### config.mk
export PLATFORM = sky130hd
export DESIGN_NAME = memctl_reg_ops
export DESIGN_NICKNAME = d
export VERILOG_FILES = /design/src/shared/memctl_ops_pkg.sv /design/src/design/proc_regfile.sv /design/src/design/memctl_reg_ops.sv
export SDC_FILE = /design/constraint.sdc
export NUM_CORES = 2
export LEC_CHECK = 0
export BUFFER_PORTS_ARGS = -buffer_cell sky130_fd_sc_hd__buf_2
export CORE_MARGIN = 10
export CORE_UTILIZATION = 45
export CTS_CLUSTER_DIAMETER = 60
export DETAILED_ROUTE_END_ITERATION = 16
export SLEW_MARGIN = 30
export SYNTH_ARGS = -nofsm -noshare
export SYNTH_HDL_FRONTEND = slang
export SYNTH_HIERARCHICAL = 1
export SYNTH_SLANG_ARGS = --single-unit
export TNS_END_PERCENT = 1
### constraint.sdc
create_clock -name mclk -period 6.3 [get_ports mclk]
set_input_delay 0.945 -clock mclk [delete_from_list [all_inputs] [get_ports mclk]]
set_output_delay 0.945 -clock mclk [all_outputs]
set_load 0.01 [all_outputs]
### src/shared/memctl_ops_pkg.sv
// ----------------------------------------------------------------------
// widths
// ----------------------------------------------------------------------
package memctl_ops_pkg;
	localparam int INS_W = 40; // one instruction word
	localparam int WORD_W = 40; // one processor word: cdr, tag, data
	localparam int ADDR_W = 38; // wide enough for the long immediate
	localparam int TAG_W = 6; // data type tag of a word
	localparam int REG_AW = 6; // processor register number
	localparam int IMM12_W = 12; // short immediate

	// ------------------------------------------------------------------
	// instruction field positions
	// ------------------------------------------------------------------
	localparam int FMT_HI = 37;
	localparam int FMT_LO = 35;
	localparam int OPC_HI = 34;
	localparam int OPC_LO = 29;
	localparam int SRC1_HI = 28;
	localparam int SRC1_LO = 23;
	localparam int SRC2_HI = 22; // also destination in short immediate read
	localparam int SRC2_LO = 17;
	localparam int TYPE_HI = 16;
	localparam int TYPE_LO = 12;
	localparam int DEST_HI = 5;
	localparam int DEST_LO = 0;
	localparam int IMM12_HI = 11;
	localparam int IMM38_HI = 37; // long immediate in the second word

	// ------------------------------------------------------------------
	// word field positions
	// ------------------------------------------------------------------
	localparam int TAG_HI = 37;
	localparam int TAG_LO = 32;
	localparam int DATA_HI = 31;

	// ------------------------------------------------------------------
	// encodings and reset values
	// ------------------------------------------------------------------
	localparam logic [5:0] OPC_MC_READ = 6'h37; // octal 67
	localparam logic [5:0] OPC_MC_WRITE = 6'h27; // octal 47
	localparam logic [2:0] FMT_RR = 3'h6; // two_register_form
	localparam logic [2:0] FMT_RIS = 3'h7; // short_immediate_form
	localparam logic [2:0] FMT_RIL = 3'h5; // long_immediate_form
	localparam logic [TAG_W-1:0] FIXNUM_TAG_DEFAULT = 6'h08; // plain default
	localparam logic RST_READY = 1'b1; // ready to take a word after reset

	typedef enum logic [4:0] {
		ST_IDLE = 5'h01,
		ST_IMMED = 5'h02,
		ST_FETCH = 5'h04,
		ST_CHECK = 5'h08,
		ST_WAIT = 5'h10
	} op_state_t;
endpackage

### src/design/proc_regfile.sv
`timescale 1ns/1ps
// ----------------------------------------------------------------------
// processor register file, two registered read ports
// ----------------------------------------------------------------------
module proc_regfile #(
	parameter int AW = 6,
	parameter int W = 40
) (
	input wire logic mclk,
	input wire logic rst_b,
	input wire logic [AW-1:0] rd1_addr,
	input wire logic [AW-1:0] rd2_addr,
	output logic [W-1:0] rd1_data,
	output logic [W-1:0] rd2_data,
	input wire logic load_en,
	input wire logic [AW-1:0] load_addr,
	input wire logic [W-1:0] load_data,
	input wire logic wb_en,
	input wire logic [AW-1:0] wb_addr,
	input wire logic [W-1:0] wb_data
);
	logic [W-1:0] mem [2**AW]; // storage, no reset needed

	// write: the instruction write-back wins over a core load
	always_ff @(posedge mclk) begin
		if (load_en && !(wb_en && wb_addr == load_addr)) begin
			mem[load_addr] <= load_data;
		end
		if (wb_en) begin
			mem[wb_addr] <= wb_data;
		end
	end

	// read data leave through registers
	always_ff @(posedge mclk) begin
		if (!rst_b) begin
			rd1_data <= '0;
			rd2_data <= '0;
		end else begin
			rd1_data <= mem[rd1_addr];
			rd2_data <= mem[rd2_addr];
		end
	end
endmodule

### src/design/memctl_reg_ops.sv
`timescale 1ns/1ps
// How it works
// - opcode 67 two-register read: src1+src2 address
// - read immediates: 12-bit signed, 38-bit long
// - read checks src1 type, RR src2 fixnum
// - read returns addressed control register; no traps
// - opcode 47 two-register write: src1+mar, src2
// - short write: src1+signed imm12, store src2
// - long write: imm38+src1, store src2
// - write checks only src1 type
// - address goes to memory control, not cache
// - data moves over shared internal bus
module memctl_reg_ops import memctl_ops_pkg::*; #(
	parameter logic [TAG_W-1:0] FIXNUM_TAG = FIXNUM_TAG_DEFAULT
) (
	input wire logic mclk,
	input wire logic rst_b,
	input wire logic ins_valid,
	input wire logic [INS_W-1:0] ins_word,
	output logic ins_ready,
	input wire logic [ADDR_W-1:0] mar,
	input wire logic load_en,
	input wire logic [REG_AW-1:0] load_addr,
	input wire logic [WORD_W-1:0] load_data,
	output logic mc_req,
	output logic mc_write,
	output logic [ADDR_W-1:0] mc_addr,
	output logic [WORD_W-1:0] internal_shared_data_bus_out,
	input wire logic [WORD_W-1:0] internal_shared_data_bus_in,
	input wire logic mc_ack,
	output logic type_trap,
	output logic op_done
);
	// ------------------------------------------------------------------
	// state
	// ------------------------------------------------------------------
	typedef struct packed {
		op_state_t state; // sequencer
		logic [INS_W-1:0] ins; // latched first word
		logic [ADDR_W-1:0] imm; // latched long immediate
		logic ready; // may take a word
		logic req; // request to memory control
		logic wr; // request is a write
		logic [ADDR_W-1:0] addr; // control register address
		logic [WORD_W-1:0] bus_out; // write data
		logic trap; // type trap pulse
		logic done; // finished pulse
		logic rf_we; // write-back strobe
		logic [REG_AW-1:0] rf_wa; // write-back register
		logic [WORD_W-1:0] rf_wd; // write-back data
	} ops_t;

	ops_t cur; // registered state
	ops_t next_cur; // next state

	logic [WORD_W-1:0] rd1; // source1 word
	logic [WORD_W-1:0] rd2; // source2 word
	logic is_read; // opcode of the read op
	logic is_write; // opcode of the write op
	logic [2:0] fmt; // format bits
	logic [TAG_W-1:0] want_tag; // type field widened
	logic tag_ok; // all source checks pass
	logic [ADDR_W-1:0] offset; // second adder input
	logic [ADDR_W-1:0] sum; // shared adder output

	// ------------------------------------------------------------------
	// helpers
	// ------------------------------------------------------------------
	// one adder serves every form, as for loads and stores
	function automatic logic [ADDR_W-1:0] add_addr(input logic [ADDR_W-1:0] a,
			input logic [ADDR_W-1:0] b);
		add_addr = a + b;
	endfunction

	// operand data field widened to an address
	function automatic logic [ADDR_W-1:0] word_addr(input logic [WORD_W-1:0] w);
		word_addr = {{(ADDR_W-DATA_HI-1){1'b0}}, w[DATA_HI:0]};
	endfunction

	// short immediate read puts its destination where source2 sits
	function automatic logic [REG_AW-1:0] dest_of(input logic [INS_W-1:0] i);
		if (i[FMT_HI:FMT_LO] == FMT_RIS) begin
			dest_of = i[SRC2_HI:SRC2_LO];
		end else begin
			dest_of = i[DEST_HI:DEST_LO];
		end
	endfunction

	// ------------------------------------------------------------------
	// source registers
	// ------------------------------------------------------------------
	proc_regfile #(
		.AW(REG_AW),
		.W(WORD_W)
	) u_regs (
		.mclk(mclk),
		.rst_b(rst_b),
		.rd1_addr(cur.ins[SRC1_HI:SRC1_LO]),
		.rd2_addr(cur.ins[SRC2_HI:SRC2_LO]),
		.rd1_data(rd1),
		.rd2_data(rd2),
		.load_en(load_en),
		.load_addr(load_addr),
		.load_data(load_data),
		.wb_en(cur.rf_we),
		.wb_addr(cur.rf_wa),
		.wb_data(cur.rf_wd)
	);

	// ------------------------------------------------------------------
	// decode, checks and address
	// ------------------------------------------------------------------
	always_comb begin
		fmt = cur.ins[FMT_HI:FMT_LO];
		is_read = cur.ins[OPC_HI:OPC_LO] == OPC_MC_READ;
		is_write = cur.ins[OPC_HI:OPC_LO] == OPC_MC_WRITE;
		want_tag = {1'b0, cur.ins[TYPE_HI:TYPE_LO]};
		// source1 always checked; source2 only for the RR read
		tag_ok = rd1[TAG_HI:TAG_LO] == want_tag;
		if (is_read && fmt == FMT_RR && rd2[TAG_HI:TAG_LO] != FIXNUM_TAG) begin
			tag_ok = 1'b0;
		end
		// second adder input per form
		if (fmt == FMT_RR && is_read) begin
			offset = word_addr(rd2);
		end else if (fmt == FMT_RR) begin
			offset = mar;
		end else if (fmt == FMT_RIS) begin
			offset = {{(ADDR_W-IMM12_W){cur.ins[IMM12_HI]}}, cur.ins[IMM12_HI:0]};
		end else begin
			offset = cur.imm;
		end
		sum = add_addr(word_addr(rd1), offset);
	end

	// ------------------------------------------------------------------
	// sequencer
	// ------------------------------------------------------------------
	always_comb begin
		next_cur = cur;
		next_cur.trap = 1'b0;
		next_cur.done = 1'b0;
		next_cur.rf_we = 1'b0;
		case (cur.state)
			ST_IDLE: begin
				if (ins_valid) begin
					next_cur.ins = ins_word;
					// long form needs its immediate word first
					if (ins_word[FMT_HI:FMT_LO] == FMT_RIL) begin
						next_cur.state = ST_IMMED;
					end else begin
						next_cur.ready = 1'b0;
						next_cur.state = ST_FETCH;
					end
				end
			end
			ST_IMMED: begin
				if (ins_valid) begin
					next_cur.imm = ins_word[IMM38_HI:0];
					next_cur.ready = 1'b0;
					next_cur.state = ST_FETCH;
				end
			end
			ST_FETCH: begin
				// register file read is under way
				next_cur.state = ST_CHECK;
			end
			ST_CHECK: begin
				next_cur.state = ST_IDLE;
				next_cur.ready = 1'b1;
				if (!(is_read || is_write) || !(fmt == FMT_RR || fmt == FMT_RIS
						|| fmt == FMT_RIL)) begin
					// not one of ours: finishes with a done pulse, no request and no trap
					next_cur.done = 1'b1;
				end else if (!tag_ok) begin
					next_cur.trap = 1'b1;
				end else begin
					// address is control information, not a cache address
					next_cur.req = 1'b1;
					next_cur.wr = is_write;
					next_cur.addr = sum;
					next_cur.bus_out = is_write ? rd2 : '0;
					next_cur.ready = 1'b0;
					next_cur.state = ST_WAIT;
				end
			end
			ST_WAIT: begin
				if (mc_ack) begin
					next_cur.req = 1'b0;
					next_cur.wr = 1'b0;
					next_cur.done = 1'b1;
					next_cur.ready = 1'b1;
					next_cur.state = ST_IDLE;
					// read data come back over the shared bus, no trap
					next_cur.rf_we = !cur.wr;
					next_cur.rf_wa = dest_of(cur.ins);
					next_cur.rf_wd = internal_shared_data_bus_in;
				end
			end
			default: begin
				next_cur.state = ST_IDLE;
				next_cur.ready = RST_READY;
			end
		endcase
	end

	// state register
	always_ff @(posedge mclk) begin
		if (!rst_b) begin
			cur <= '0;
			cur.state <= ST_IDLE;
			cur.ready <= RST_READY;
		end else begin
			cur <= next_cur;
		end
	end

	// outputs straight from the state
	assign ins_ready = cur.ready;
	assign mc_req = cur.req;
	assign mc_write = cur.wr;
	assign mc_addr = cur.addr;
	assign internal_shared_data_bus_out = cur.bus_out;
	assign type_trap = cur.trap;
	assign op_done = cur.done;

	logic go; // check stage issues a request
	assign go = cur.state == ST_CHECK && tag_ok && (is_read || is_write)
		&& (fmt == FMT_RR || fmt == FMT_RIS || fmt == FMT_RIL);
endmodule

==> metrics.log <==
INFO  metric initial_utilization = a little under half
INFO  metric most-common-layout-cells = sky130_fd_sc_hd__mux2_2, sky130_fd_sc_hd__edfxtp_1, sky130_fd_sc_hd__mux4_2
INFO  metric drc_errors = 0
INFO  metric worstReg2RegStart = cur[205]
INFO  metric final_hold_viol_count = 0
INFO  metric cts_inserted_buffers = ~350
INFO  metric port_buffers = 249
INFO  metric floorplan.io_pins = 252
INFO  metric antenna_violations_before_repair = 64
INFO  metric report.final.setup_viol = 0
INFO  metric layout_commonest_cell = sky130_fd_sc_hd__mux2_2
INFO  metric worstMarginPinSlew = between 1000 and 1500 ps
INFO  metric fin_worst_skew = 42.65 ps
INFO  metric vias_in_the_first_global_route = 109.7k
INFO  metric ctsHtreeMaxLevel = 5
INFO  metric worst_r2r_path_depth = 13
INFO  metric worstSkewPairLatency = ~980 ps
INFO  metric tritoncts = done
INFO  metric vdd_ir_drop_max = 0.0001997 V
INFO  metric maximum_achievable_frequency = between 150 and 200 MHz
INFO  metric p_leak = about 0.059 µW
INFO  metric setup.reg_to_reg.worst_slack = 1190 ps
INFO  metric syn_nets = ~11k
INFO  metric fp-row-count = 220
INFO  metric hold_buffers = 0
INFO  metric finalNonFillerCells = between 15k and 20k
INFO  metric worst_path_max_delay_cell = sky130_fd_sc_hd__and4b_2
INFO  metric ant_nets = 0
INFO  metric detailedRoute.firstIterationViolations = approximately 18k
INFO  metric syn_avg_cell_area = about 15 µm²
INFO  metric post_route_cells_drive_above_1_share = about half
INFO  metric layout_setup_ws = 1186 ps
INFO  metric first_pass_grt_wire_length = roughly 950,000 µm
INFO  metric powerDensity = around 260 nW/µm²
INFO  metric hold_path.startpoint = internal_shared_data_bus_in[20]
INFO  metric post_cts_resize_count = 0
INFO  metric grt-ovfl-total = 0
INFO  metric chipWidth = ~620 µm
INFO  metric fin_crit = a little over 5000 ps
INFO  metric dr.pass1.iters = 5
INFO  metric fp.coreArea = 359,800 µm²
INFO  metric yosysWarnings = 6
INFO  metric hold_path_depth = 3
INFO  metric die_h = around 620 µm
INFO  metric detail_route.wl_per_cell = around 46 µm
INFO  metric clk_pin_slew_worst_paths = around 60 ps
INFO  metric critPathCapture = mc_addr[32]
INFO  metric timing.critical_path.fanout_max = 45
INFO  metric clockBufferDepth = 4
INFO  metric post_drt_via_cell_ratio = roughly 7.3
INFO  metric pre_cts_slack = about 1200 ps
INFO  metric clockRootBuffer = sky130_fd_sc_hd__clkbuf_16
INFO  metric critical_path_class = flop to flop
INFO  metric grt_total_usage = 35.35%
INFO  metric totalWireLength = around 700,000 µm
INFO  metric synth_area = between 150,000 and 200,000 µm²
INFO  metric crit_arrival = around 6000 ps
INFO  metric timing_max_transition_violations_final = 0
INFO  metric cp-end-kind = flop
INFO  metric grt_start_max_net_pins = between 100 and 150
INFO  metric crit_required = between 7000 and 8000 ps
INFO  metric outcome = finished clean
INFO  metric areaGrowthSynthToFinish = 11.80%
INFO  metric gp_congestion = between 0.9 and 1
INFO  metric finish.net_count = approximately 11k
INFO  metric dp_hpwl = 437,400 µm
INFO  metric vias = about 110k
INFO  metric path_cells = and2_1, and4b_2, o21ai_0, ha_1, fa_1, a211oi_2, nor3_1, o21ai_1, a31oi_2, a221oi_2, o31ai_2, or4_1, nand3_1
INFO  metric clkSinkCount = 2,849
INFO  metric place.detailed.instances = around 15k
INFO  metric timing.slew.headroom = roughly a fifth
INFO  metric postCtsSetupRepairBufs = 0
INFO  metric netlist_instances = 10.69k
INFO  metric post-route-period-util = approximately four fifths
INFO  metric worst_reg2reg_path_endpoint = mc_addr[32]
INFO  metric cp-startpoint = cur[205]
INFO  metric critical_path.startpoint_type = flop
INFO  metric critical_path.max_stage_delay = a little over 900 ps
INFO  metric holdCritPathClass = primary input to flop
INFO  metric setup-tns-final = 0 ps
INFO  metric unrepaired_setup_endpoints_after_global_routing = false
INFO  metric drv.max_cap_violation_count = 0
INFO  metric die_area = approximately 390,000 µm²
## layout make-up
| cell class | count | area, µm² |
|---|---|---|
| flip-flops and latches | 2849 | 82760 |
| clock buffers | 436 | 9316 |
| multi-input cells | 6382 | 75200 |
| diodes | 66 | 165.2 |
| clock inverters | 195 | 1856 |
| repair buffers | 764 | 6621 |
| fillers | 29790 | 177800 |
| inverters | 17 | 98.84 |
| well taps | 4773 | 5972 |
## per-stage QoR
step / instance area (µm²) / hold slack, ps / util, % / total power [µW]
after floorplan: 162800 / 431.7 / - / 25180
after global placement: 169600 / 440.5 / 47.15 / 27660
after detailed placement: 170500 / 443.6 / 47.39 / 27750
after CTS: 181700 / 147.4 / 50.49 / 47620
after global routing: 181900 / 189.6 / 50.55 / 48690
final: 182000 / 200.3 / 50.59 / 47780
## flip-flops by register name (all words and copies together) (netlist names)
name and flops:
u_regs/mem 2560, mc_write 1, u_regs/rd2_data 40, ins_ready 1, internal_shared_data_bus_out 40, cur 128, mc_addr 38, mc_req 1
type_trap 1, op_done 1, u_regs/rd1_data 38
## worst min-delay path by stage
stage / to
6_report: cur[20]
5_1_grt: cur[9]
4_1_cts: cur[20]
3_5_place_dp: internal_shared_data_bus_out[23]
3_3_place_gp: internal_shared_data_bus_out[1]
2_1_floorplan: cur[179]
## report_power, final
part,internal [µW],switching [µW]
registers,20800,403
logic,2640,3810
clock network,11600,8570
## worst max-delay path: cells and delay by family, from the launching register on
kind                       cells  cell delay [ps]
AOI/OAI and AO/OA              6             1770
and+or+nand+nor                5             2160
adders and majority gates      2              700
DFF                            1              370
## routing by layer
layer  part of all wire (%)  global-route usage, %  vias to the layer above  wire length (µm)
met3                     14                  12.51                     2279             99920
met4                    8.3                  23.88                       48             59130
met5                  0.043                      0                        -               307
met2                     43                  51.34                     9545            303600
li1                       -                      -                    42030                 -
met1                     35                  44.42                    58940            246200
Power figures use the tool's default switching activity.
